$ cat config.mk
export PLATFORM = sky130hd
export DESIGN_NAME = fid_decoder
export DESIGN_NICKNAME = d
export VERILOG_FILES = /design/src/shared/fid_pkg.sv /design/src/design/fid_decoder.sv
export VERILOG_INCLUDE_DIRS = /design/src /design/src/shared
export SDC_FILE = /design/constraint.sdc
export NUM_CORES = 1
export LEC_CHECK = 0
export BUFFER_PORTS_ARGS = -buffer_cell sky130_fd_sc_hd__buf_2
export CELL_PAD_IN_SITES_DETAIL_PLACEMENT = 0
export CELL_PAD_IN_SITES_GLOBAL_PLACEMENT = 2
export CORE_MARGIN = 1.5
export CORE_UTILIZATION = 31
export CTS_CLUSTER_DIAMETER = 40
export DETAILED_ROUTE_END_ITERATION = 10
export PLACE_DENSITY = 0.91
export SYNTH_ARGS = -nofsm -noshare
export SYNTH_HDL_FRONTEND = slang
export SYNTH_SLANG_ARGS = --single-unit
$ cat constraint.sdc
create_clock -name clk -period 2.23 [get_ports clk]
set_input_delay 0.223 -clock clk [delete_from_list [all_inputs] [get_ports clk]]
set_output_delay 0.223 -clock clk [all_outputs]
set_load 0.01 [all_outputs]
$ cat src/shared/fid_consts.svh
// constants for the fourteen-bit instruction decoder
`ifndef FID_CONSTS_SVH
`define FID_CONSTS_SVH
`define FID_GRP_MSB 13
`define FID_GRP_LSB 12
`define FID_DEST_BIT 7
`define FID_FILE_MSB 6
`define FID_BIT_MSB 9
`define FID_BIT_LSB 7
`define FID_K8_MSB 7
`define FID_K11_MSB 10
`define FID_GOTO_BIT 11
`define FID_SLEEP_WORD 14'h0063
`define FID_WDOG_CLEAR_WORD 14'h0064
`define FID_RETURN_WORD 14'h0008
`define FID_INT_RETURN_WORD 14'h0009
`define FID_TIMER_ZERO_ADDR 7'h01
`define FID_PC_LOW_ADDR 7'h02
`define FID_PHASES 2'h3
`define FID_NOP_WORD 14'h0000
`endif

$ cat src/shared/fid_pkg.sv
// types for the fourteen-bit instruction decoder
package fid_pkg;
  typedef enum logic [1:0] {FID_BYTE, FID_BIT, FID_LIT} fid_group_e;
  typedef enum logic [4:0] {
    OP_NONE, OP_ADD, OP_AND, OP_CLR, OP_COM, OP_DEC, OP_DECSZ, OP_INC,
    OP_INCSZ, OP_IOR, OP_MOV, OP_MOVW, OP_RL, OP_RR, OP_SUB, OP_SWAP,
    OP_XOR
  } fid_op_e;
  typedef struct packed {
    fid_group_e group;
    logic [4:0] op;
    logic dest_file;
    logic [6:0] file_addr;
    logic [2:0] bit_pos;
    logic [10:0] literal;
    logic lit_wide;
    logic sleep;
    logic wdog_clear;
    logic pc_change;
    logic cond;
    logic src_pins;
    logic clr_prescale;
  } fid_dec_s;
endpackage

$ cat src/design/fid_decoder.sv
// fourteen-bit instruction decoder and cycle sequencer
`timescale 1ns/10ps
`include "fid_consts.svh"

// Operation
// (RULE1) each instruction is one fourteen-bit word
// (RULE2) classify into byte, bit, literal groups
// (RULE3) destination bit zero accumulator, one file
// (RULE4) file operand addresses 0x00 to 0x7f
// (RULE5) bit operand picks one of eight
// (RULE6) literal is eight or eleven bits
// (RULE7) don't-care opcode bits are ignored
// (RULE8) one cycle, two when skip or branch
// (RULE9) instruction cycle is four oscillator periods
// (RULE10) standby word decoded, touches status bits; the code only raises dec.sleep and sleep_pulse and holds no status bits
// (RULE11) self-modify of port uses pin value
// (RULE12) timer zero write clears assigned prescaler
// (RULE13) top two bits select group
module fid_decoder
  import fid_pkg::*;
(
  // clock and reset
  input wire logic clk,
  input wire logic reset,
  // program memory
  input wire logic [13:0] instr_word,
  // execution feedback
  input wire logic cond_true,
  input wire logic file_is_port,
  input wire logic prescale_on_timer,
  // decoded instruction, held for the cycle
  output fid_dec_s dec,
  // sequencing
  output logic [1:0] phase,
  output logic fetch,
  output logic flush_nop,
  output logic clr_prescale_pulse,
  output logic sleep_pulse
);
  fid_dec_s dec_d;
  fid_dec_s dec_q;
  logic [1:0] phase_q;
  logic fetch_q;
  logic flush_q;
  logic flush_next_q;
  logic clrp_q;
  logic sleep_q;
  logic last_phase;

  assign last_phase = (phase_q == `FID_PHASES);

  // byte op selector from bits 11..8
  function automatic logic [4:0] byte_op(input logic [3:0] s, input logic d);
    case (s)
      4'h0: byte_op = d ? OP_MOVW : OP_NONE;
      4'h1: byte_op = OP_CLR;
      4'h2: byte_op = OP_SUB;
      4'h3: byte_op = OP_DEC;
      4'h4: byte_op = OP_IOR;
      4'h5: byte_op = OP_AND;
      4'h6: byte_op = OP_XOR;
      4'h7: byte_op = OP_ADD;
      4'h8: byte_op = OP_MOV;
      4'h9: byte_op = OP_COM;
      4'ha: byte_op = OP_INC;
      4'hb: byte_op = OP_DECSZ;
      4'hc: byte_op = OP_RR;
      4'hd: byte_op = OP_RL;
      4'he: byte_op = OP_SWAP;
      default: byte_op = OP_INCSZ;
    endcase
  endfunction

  // combinational split of the word into fields
  always_comb
  begin
    dec_d = '0;
    dec_d.file_addr = instr_word[`FID_FILE_MSB:0]; // RULE4
    dec_d.dest_file = instr_word[`FID_DEST_BIT]; // RULE3
    dec_d.bit_pos = instr_word[`FID_BIT_MSB:`FID_BIT_LSB]; // RULE5
    case (instr_word[`FID_GRP_MSB:`FID_GRP_LSB]) // RULE13
      2'b00:
      begin
        dec_d.group = FID_BYTE; // RULE2
        dec_d.op = byte_op(instr_word[11:8], instr_word[`FID_DEST_BIT]);
        // clear and store forms also take bit seven as destination
        dec_d.sleep = (instr_word == `FID_SLEEP_WORD); // RULE10
        dec_d.wdog_clear = (instr_word == `FID_WDOG_CLEAR_WORD);
        dec_d.pc_change = (instr_word == `FID_RETURN_WORD) ||
          (instr_word == `FID_INT_RETURN_WORD) ||
          (dec_d.dest_file && dec_d.file_addr == `FID_PC_LOW_ADDR &&
           dec_d.op != OP_NONE);
        dec_d.cond = (dec_d.op == OP_DECSZ) || (dec_d.op == OP_INCSZ);
        // read-modify of a port reads the pins, not the latch
        dec_d.src_pins = file_is_port && dec_d.op != OP_NONE &&
          dec_d.op != OP_MOVW && dec_d.op != OP_CLR; // RULE11
        dec_d.clr_prescale = prescale_on_timer && dec_d.dest_file &&
          dec_d.op != OP_NONE &&
          dec_d.file_addr == `FID_TIMER_ZERO_ADDR; // RULE12
      end
      2'b01:
      begin
        dec_d.group = FID_BIT; // RULE2
        dec_d.cond = instr_word[11];
        dec_d.src_pins = file_is_port && !instr_word[11]; // RULE11
        dec_d.clr_prescale = prescale_on_timer && !instr_word[11] &&
          dec_d.file_addr == `FID_TIMER_ZERO_ADDR; // RULE12
        dec_d.pc_change = !instr_word[11] &&
          dec_d.file_addr == `FID_PC_LOW_ADDR;
      end
      default:
      begin
        dec_d.group = FID_LIT; // RULE2
        dec_d.dest_file = 1'b0;
        if (!instr_word[12])
        begin
          // call or goto carry eleven bits
          dec_d.literal = instr_word[`FID_K11_MSB:0]; // RULE6
          dec_d.lit_wide = 1'b1;
          dec_d.pc_change = 1'b1;
        end
        else
        begin
          // bits 9..8 don't care; only bits 11..10 used
          dec_d.literal = {3'h0, instr_word[`FID_K8_MSB:0]}; // RULE6 RULE7
          dec_d.pc_change = (instr_word[11:10] == 2'b01);
        end
      end
    endcase
  end

  // oscillator phase counter, four per instruction
  always_ff @(posedge clk or posedge reset)
  begin
    if (reset)
      phase_q <= 2'h0;
    else
      phase_q <= phase_q + 2'h1; // RULE9
  end

  // latch word at the start of each instruction cycle
  always_ff @(posedge clk or posedge reset)
  begin
    if (reset)
      dec_q <= '0;
    else if (last_phase)
    begin
      if (flush_next_q)
        dec_q <= '0; // RULE8
      else
        dec_q <= dec_d; // RULE1
    end
  end

  // second cycle of skip or branch becomes a no-operation
  always_ff @(posedge clk or posedge reset)
  begin
    if (reset)
    begin
      flush_next_q <= 1'b0;
      flush_q <= 1'b0;
    end
    else if (last_phase)
    begin
      flush_q <= flush_next_q;
      flush_next_q <= !flush_next_q &&
        (dec_d.pc_change || (dec_d.cond && cond_true)); // RULE8
    end
  end

  // one-clock strobes at the start of each cycle; prescaler and sleep strobes only for an executed cycle
  always_ff @(posedge clk or posedge reset)
  begin
    if (reset)
    begin
      fetch_q <= 1'b0;
      clrp_q <= 1'b0;
      sleep_q <= 1'b0;
    end
    else
    begin
      fetch_q <= last_phase;
      clrp_q <= last_phase && !flush_next_q && dec_d.clr_prescale;
      sleep_q <= last_phase && !flush_next_q && dec_d.sleep; // RULE10
    end
  end

  assign dec = dec_q;
  assign phase = phase_q;
  assign fetch = fetch_q;
  assign flush_nop = flush_q;
  assign clr_prescale_pulse = clrp_q;
  assign sleep_pulse = sleep_q;

  // fetch strobe every fourth clock
  property p_fetch_period;
    @(posedge clk) disable iff (reset)
      fetch |=> !fetch ##1 !fetch ##1 !fetch ##1 fetch;
  endproperty
  a_fetch_period: assert property (p_fetch_period) // RULE9
    else $error("fetch period is not four clocks");

  // branch leads to a flushed next cycle
  property p_branch_flush;
    @(posedge clk) disable iff (reset)
      (last_phase && !flush_next_q && dec_d.pc_change) |=> ##4 flush_nop;
  endproperty
  a_branch_flush: assert property (p_branch_flush) // RULE8
    else $error("branch not followed by nop cycle");

  // flushed cycle holds a cleared instruction
  property p_flush_empty;
    @(posedge clk) disable iff (reset)
      flush_nop |-> dec.op == OP_NONE && !dec.pc_change;
  endproperty
  a_flush_empty: assert property (p_flush_empty) // RULE8
    else $error("nop cycle carries an operation");

  // top bits pick the group
  property p_group;
    @(posedge clk) disable iff (reset)
      (last_phase && !flush_next_q) |=>
        dec.group == (($past(instr_word[13]) ? FID_LIT :
        ($past(instr_word[12]) ? FID_BIT : FID_BYTE)));
  endproperty
  a_group: assert property (p_group) // RULE13
    else $error("group mismatch");

  // sleep strobe only for the standby word
  property p_sleep;
    @(posedge clk) disable iff (reset)
      sleep_pulse |-> $past(instr_word) == `FID_SLEEP_WORD;
  endproperty
  a_sleep: assert property (p_sleep) // RULE10
    else $error("sleep strobe on wrong word");

  // prescaler clear only for timer zero address
  property p_prescale;
    @(posedge clk) disable iff (reset)
      clr_prescale_pulse |->
        $past(instr_word[6:0]) == `FID_TIMER_ZERO_ADDR &&
        $past(prescale_on_timer);
  endproperty
  a_prescale: assert property (p_prescale) // RULE12
    else $error("prescaler clear on wrong target");

  // destination follows bit seven for byte ops
  property p_dest;
    @(posedge clk) disable iff (reset)
      (last_phase && !flush_next_q && instr_word[13:12] == 2'b00) |=>
        dec.dest_file == $past(instr_word[7]);
  endproperty
  a_dest: assert property (p_dest) // RULE3
    else $error("destination bit mismatch");

  // short literal is the low byte of the word, zero above
  property p_literal;
    @(posedge clk) disable iff (reset)
      (last_phase && !flush_next_q && instr_word[13:12] == 2'b11) |=>
        !dec.lit_wide && dec.literal == {3'h0, $past(instr_word[7:0])};
  endproperty
  a_literal: assert property (p_literal) // RULE6
    else $error("short literal has high bits");
endmodule

==> results of run 1 <==
registers in the layout, indices dropped and copies added, names as in the netlist:
signal	cells
clr_prescale_pulse	1
dec	36
fetch	1
flush_next_q	1
flush_nop	1
phase	2
sleep_pulse	1
cell usage in the layout, fill, tap and decap left out, types with 2 or more instances in the layout:
cell type	count
nand3_1	3
a32o_1	2
a22o_1	11
nor2b_1	2
dfrtp_1	43
nand2b_1	5
nor2_1	7
clkbuf_8	5
a21o_1	4
buf_4	5
nand3b_1	2
o31ai_1	2
nor4bb_1	2
o21ai_0	5
buf_2	60
nand2_1	23
o2bb2ai_1	14
a221oi_1	2
nor4_1	2
inv_1	7
metrics by stage:
stage | area, um^2 | std cells | utilization, %
after floorplan | 1880 | 171 | -
after global placement | 2260 | 298 | 38.5
after detailed placement | 2260 | 298 | 38.5
after CTS | 2340 | 304 | 39.7
after global routing | 2340 | 304 | 39.7
final | 2340 | 304 | 39.7
Yosys cell counts, types with 3 or more instances:
master	number
nand2_1	23
nor2_1	7
a21o_1	4
buf_1	3
nand2b_1	5
o2bb2ai_1	14
dfrtp_1	43
nand3_1	3
inv_1	8
o21ai_0	5
buf_2	3
a22o_1	11
clkbuf_1	7
where the power goes:
| group | total, W | internal (W) | leakage, nW | switching, W |
|---|---|---|---|---|
| Combinational | 0.000208 | 0.0000885 | 0.578 | 0.000119 |
| Sequential | 0.000853 | 0.000825 | 0.565 | 0.0000279 |
| Clock | 0.000448 | 0.000209 | 0.0371 | 0.000239 |
area by class of cell:
class / count / area [um^2]
clock buffer: 6 / 72.6
timing repair buffer: 65 / 338
inverter: 8 / 30.0
tap: 75 / 93.8
fill: 617 / 3550
multi-input combinational: 107 / 726
sequential: 43 / 1080
critical path, stage by stage (launching register included):
cell	delay [ps]
dfrtp_1	380
ha_1	160
nor2b_1	250
buf_4	210
nand3_1	100
a2111oi_2	300
a21o_1	120
logic make-up (layout without fill, tap and decap cells):
kind of cell	Yosys count	count (layout)	synth area share [%]
xor+xnor	1	1	0.465
simple gates	55	55	15.4
buf+inv	21	79	4.38
fa+ha+maj	1	1	0.664
compound gates	49	49	21.4
flops	43	43	57.1
mux	1	1	0.598
final timing paths:
kind                            from      endpoint  slack [ps]  depth (start not counted)
min in group clk           cond_true  flush_next_q         210                          3
max in group asynchronous      reset       dec[30]        1790                          3
setup / recovery            phase[0]        dec[0]         640                          6
hold reg to reg             phase[0]      phase[0]         460                          1
setup reg to reg            phase[0]        dec[0]         640                          6
hold / removal                 reset       dec[35]          60                          3
routing by layer:
layer  up-vias  part of all wire, %
li1        739                    -
met1       769                   48
met2        48                   45
met3         4                  5.4
met4         0                 0.95
met5         -                    0
==> out/metrics.yaml, run 1 <==
sta:
  hold_ws_ps: 59.4
  slew_headroom_pct: 61.7
  setup_viol: 0
  finalHoldViolations: 0
  rsz0062_at_grt: "no"
  fin_crit_sh_pct: 71.1
  period_needed_ps: 1590
  tightest_slew_ps: 569
  max_freq_ghz: 0.631
  maxSlewViolCount: 0
  setup_tns_ps: 0
  setup_slack_ps: 644
  skew_ps: 6.56
synth:
  synth_area_um2: 1880
  synthArstFlopShare_pct: 100
  yosysSeqAreaShare_pct: 57.1
  syn_nets: 191
  synth_seq_cells: 43
  post-synth-top-area-cell: "dfrtp_1"
  syn_inst: 171
  synth.distinct_cells: 41
  synth_ff_type: "dfrtp_1"
  avgSynthCellArea_um2: 11.0
  post-synth-top-area-fraction_pct: 57.1
  yosys-top-cells-area: "dfrtp_1 (57%), o2bb2ai_1 (6.5%), a22o_1 (5.1%), nand2_1 (4.6%), nand2b_1 (1.7%)"
  synth-edff-count: 0
  yosysWarnings: 0
floorplan:
  fp.dieW_um: 81.0
  die_h_um: 81.0
  dieArea_um2: 6560
  ios: 61
  placementRows: 28
  core_area_um2: 5890
  start_util_pct: 32.0
clock_network:
  cts_htree_levels: 2
  numCtsBuffers: 5
  tritoncts: "built"
  cts_setup_buffers: 0
  cts_sinks: 43
  clockBufferDepth: 2
  cts_hold_buf: 0
  cts_resized: 0
  clk_pin_slew_ps: 80
  clock-root-buffer: "clkbuf_8"
  worstSkewPairLatency_ps: 290
routing:
  wl_um: 4940
  ant_nets: 0
  routedWlPerCell_um: 16.3
  drt-initial-drc-count: 89
  drc: 0
  firstDrtPassIters: 4
  via_per_inst: 5.13
  num_vias: 1560
global_routing:
  grt.met3_usage_pct: 4.16
  grt.met2_usage_pct: 24.7
  grt_max_degree: 44
  gr-usage-met1_pct: 22.5
  antenna_found_initial: 0
  gr-total-overflow: 0
  first_global_vias: 1533
  grt_pass1_wl_um: 7940
  grtUsageTotal_pct: 16.2
  busiest_layer: "met2"
power:
  power.leakage_nw: 1.18
  power_w: 0.00151
  ir_drop_mv: 0.226
  pwr_density_cell_nw_per_um2: 646
flow_run:
  maxCapViolations: 0
finish:
  n_antenna_cell: 0
  final_layout_size_suffix_gt1_share_pct: 31.9
  fin_nets: 250
  area_growth_pct: 24.0
critical_path:
  worst-setup-path-type: "reg -> reg"
  worstSetupStartpointType: "flop"
  cp.required_ps: 2460
  worstPathArrival_ps: 1820
  end_kind: "flop"
  cp_max_fo: 8
place:
  hpwl_um: 3500
  numPortBuffers: 60
  gp_congestion: 0.762
  pre_cts_slack_ps: 532
worst_hold_path:
  min_path_type: "in -> async"
outcome:
  status: "complete, no violations"
Power figures use the tool's default switching activity.
==> run 2, diff against run 1 <==
Settings changed: ABC_AREA from default to 1, CORE_UTILIZATION 31 to 26, PLACE_DENSITY 0.91 to 0.87.
Clock period 2.23 ns to 1.35 ns, I/O delays scaled along.
==> run 2 against run 1 <==
Effect of this change:
- sequential share of layout area decreased by 5.2 points
- die area is 21% higher
- sequential cell count did not move
- synthesized area rose by 2.1%
- maximum frequency is 20% higher
- via count rose by 17%
- utilization down 3.2 points
- global-route usage shrank 1.8 points
- final cell count increased by 33%
- highest routed layer unchanged
==> out/metrics.yaml, run 2 <==
synth:
  post-synth-top-area-cell: "dfrtp_1"  # unchanged
  synth_common_cells: "nand2_1 (75), dfrtp_1 (43), o21ai_0 (25), nor2_1 (21), inv_1 (16)"  # was dfrtp_1 (43), nand2_1 (23), o2bb2ai_1 (14), a22o_1 (11), inv_1 (8)
  synth_mux_area_share_pct: 0  # was 0.598%
  synth.distinct_cells: 27  # was 41
  synth_area_um2: 1920  # was 1880 um^2
  synth_top_family_by_area: "simple AND/OR/NAND/NOR gates"  # was compound AO/OA/AOI/OAI gates
  syn_inst: 226  # was 171
  avgSynthCellArea_um2: 8.51  # was 11.0 um^2
  yosysWarnings: 0  # unchanged
  yosys-top-cells-area: "dfrtp_1 (56%), nand2_1 (15%), o21ai_0 (6.5%), nor2_1 (4.1%), inv_1 (3.1%)"  # was dfrtp_1 (57%), o2bb2ai_1 (6.5%), a22o_1 (5.1%), nand2_1 (4.6%), nand2b_1 (1.7%)
  synth-xor-area-share_pct: 0  # was 0.465%
  synth_seq_cells: 43  # unchanged
  post-synth-top-area-fraction_pct: 56.0  # was 57.1%
  syn_nets: 246  # was 191
  synthArstFlopShare_pct: 100  # unchanged
  synth_ff_type: "dfrtp_1"  # unchanged
  synth-edff-count: 0  # unchanged
  synth_compound_area_share_pct: 10.9  # was 21.4%
  post-synth-top-count-cell: "nand2_1"  # was dfrtp_1
  yosys.area_share.simple_pct: 26.8  # was 15.4%
  synth-adder-area-share_pct: 0.651  # was 0.664%
  yosysSeqAreaShare_pct: 56.0  # was 57.1%
finish:
  largest_reg_flops: 36  # unchanged
  final_layout_size_suffix_gt1_share_pct: 33.9  # was 31.9%
  utilization_pct: 36.5  # was 39.7%
  fill_cells: 796  # was 617
  n_antenna_cell: 0  # unchanged
  area_growth_pct: 37.0  # was 24.0%
  final_common_cell: "nand2_1"  # was buf_2
  design_area_um2: 2630  # was 2340 um^2
  final_cell_mix: "nand2_1 (74), buf_2 (60), dfrtp_1 (43)"  # was buf_2 (60), dfrtp_1 (43), nand2_1 (23)
  fin_nets: 323  # was 250
sta:
  setup_tns_ps: 0  # unchanged
  finalHoldViolations: 0  # unchanged
  period_needed_ps: 1320  # was 1590 ps
  fin_crit_sh_pct: 97.7  # was 71.1%
  rsz0062_at_grt: "yes"  # was no
  maxSlewViolCount: 0  # unchanged
  setup_slack_ps: 31.5  # was 644 ps
  slew_headroom_pct: 79.4  # was 61.7%
  setup_viol: 0  # unchanged
  max_freq_ghz: 0.758  # was 0.631 GHz
  tightest_slew_ps: 305  # was 569 ps
  skew_ps: 15.1  # was 6.56 ps
floorplan:
  placementRows: 31  # was 28
  fp.dieW_um: 89.0  # was 81.0 um
  start_util_pct: 26.7  # was 32.0%
  die_h_um: 89.0  # was 81.0 um
  dieArea_um2: 7920  # was 6560 um^2
  ios: 61  # unchanged
  core_area_um2: 7210  # was 5890 um^2
routing:
  via_per_inst: 4.51  # was 5.13
  ant_nets: 0  # unchanged
  firstDrtPassIters: 4  # unchanged
  num_vias: 1818  # was 1,560
  drt-initial-drc-count: 65  # was 89
  drc: 0  # unchanged
  routedWlPerCell_um: 13.4  # was 16.3 um
  wl_um: 5380  # was 4940 um
power:
  pwr_density_cell_nw_per_um2: 1080  # was 646 nW/um^2
  p_int_w: 0.00208  # was 0.00112 W
  swShare_pct: 26.7  # was 25.6%
  switchingPower_w: 0.000757  # was 0.000386 W
  ir_drop_mv: 0.329  # was 0.226 mV
  power_w: 0.00284  # was 0.00151 W
  power.leakage_nw: 1.43  # was 1.18 nW
  seqPwrFrac_pct: 50.0  # was 56.5%
  combPwrFrac_pct: 13.9  # was 13.8%
  p_clk_share_pct: 36.1  # was 29.7%
clock_network:
  clk_pin_slew_ps: 100  # was 80 ps
  tritoncts: "built"  # unchanged
  clockBufferDepth: 2  # unchanged
  cts_htree_levels: 2  # unchanged
  worstSkewPairLatency_ps: 310  # was 290 ps
  clock-root-buffer: "clkbuf_8"  # unchanged
  numCtsBuffers: 5  # unchanged
  cts_sinks: 43  # unchanged
global_routing:
  grt_pass1_wl_um: 8470  # was 7940 um
  antenna_found_initial: 0  # unchanged
  grt_max_degree: 44  # unchanged
  grtUsageTotal_pct: 14.3  # was 16.2%
  first_global_vias: 1748  # was 1,533
  gr-total-overflow: 0  # unchanged
critical_path:
  worst-setup-path-type: "reg -> reg"  # unchanged
  end_kind: "flop"  # unchanged
  worstSetupStartpointType: "flop"  # unchanged
  cpMaxStageDelayCell: "dfrtp_1"  # unchanged
  cp.required_ps: 1530  # was 2460 ps
  cp_cell_sequence: "ha_4 > inv_2 > nor2_4 > buf_6 > nand2_1 > o41ai_2"  # was ha_1 > nor2b_1 > buf_4 > nand3_1 > a2111oi_2 > a21o_1
  max_stage_delay_ps: 400  # was 380 ps
  worstPathArrival_ps: 1490  # was 1820 ps
  cp_max_fo: 4  # was 8
outcome:
  status: "complete, no violations"  # unchanged
place:
  gp_congestion: 0.837  # was 0.762
  placed_cell_area_um2: 2420  # was 2260 um^2
  numPortBuffers: 60  # unchanged
  pre_cts_slack_ps: -90.1  # was 532 ps
  hpwl_um: 3980  # was 3500 um
worst_hold_path:
  min_path_type: "in -> reg"  # was in -> async
flow_run:
  maxCapViolations: 0  # unchanged
-- run 2: cell families (layout without fill, tap and decap cells) --
group,after synthesis,in the layout
simple gates,120,120
flops,43,43
compound gates,36,36
buf+inv,26,104
fa+ha+maj,1,1
-- run 2: per-stage QoR --
| step | std cells | hold slack (ps) |
|---|---|---|
| floorplan | 226 | 243 |
| global placement | 391 | 185 |
| detailed placement | 391 | 196 |
| CTS | 401 | 62.9 |
| global route | 403 | 56.5 |
| finish | 403 | 63.0 |
-- run 2: timing repair --
item                                    CTS  global route
gates resized for setup                   6            13
endpoints found under the setup margin    7            28
pin swaps                                 2             3
hold buffers                              1             0
setup buffers                             1             2
endpoints found under the hold margin    43             0
-- run 2: final cells by class --
type                    count  area, um^2  share of cell area [%]
repair buffers             77         458                    17.4
clock buffers               5        68.8                    2.61
well taps                  99         124                    4.70
clock inverters             3        43.8                    1.66
flip-flops and latches     43        1080                    40.9
multi-input cells         157         792                    30.1
inverters                  19        71.3                    2.71
-- run 2: power groups by stage --
stage,Combinational [W],Sequential (W),Clock [W]
after floorplan,0.000164,0.00148,0
after global placement,0.000388,0.00144,0
after detailed placement,0.000394,0.00144,0
after CTS,0.000398,0.00142,0.00105
after global routing,0.000445,0.00143,0.00111
final,0.000394,0.00142,0.00102
-- run 2: path summary, 6_finish.rpt --
kind / startpoint / slack, ps / to / depth (start not counted)
max in group asynchronous: reset / 730 / dec[1] / 4
min in group asynchronous: reset / 410 / dec[6] / 4
max: phase[0] / 30 / dec[4] / 6
min: cond_true / 60 / flush_next_q / 3
min reg2reg: dec[18] / 480 / dec[18] / 2
max reg2reg: phase[0] / 30 / dec[4] / 6
-- run 2: worst max-delay path, delay by kind of cell, from the launching register on --
| family | cells | cell delay (ps) |
|---|---|---|
| flops | 1 | 400 |
| simple gates | 2 | 190 |
| compound gates | 1 | 260 |
| buf+inv | 2 | 170 |
| fa+ha+maj | 1 | 160 |
-- run 2: per-layer routing --
| layer | global-route usage [%] | part of all wire [%] |
|---|---|---|
| met1 | 18.5 | 46 |
| met2 | 22.7 | 46 |
| met3 | 3.69 | 6.1 |
| met4 | 6.43 | 2.3 |
| met5 | 0 | 0 |
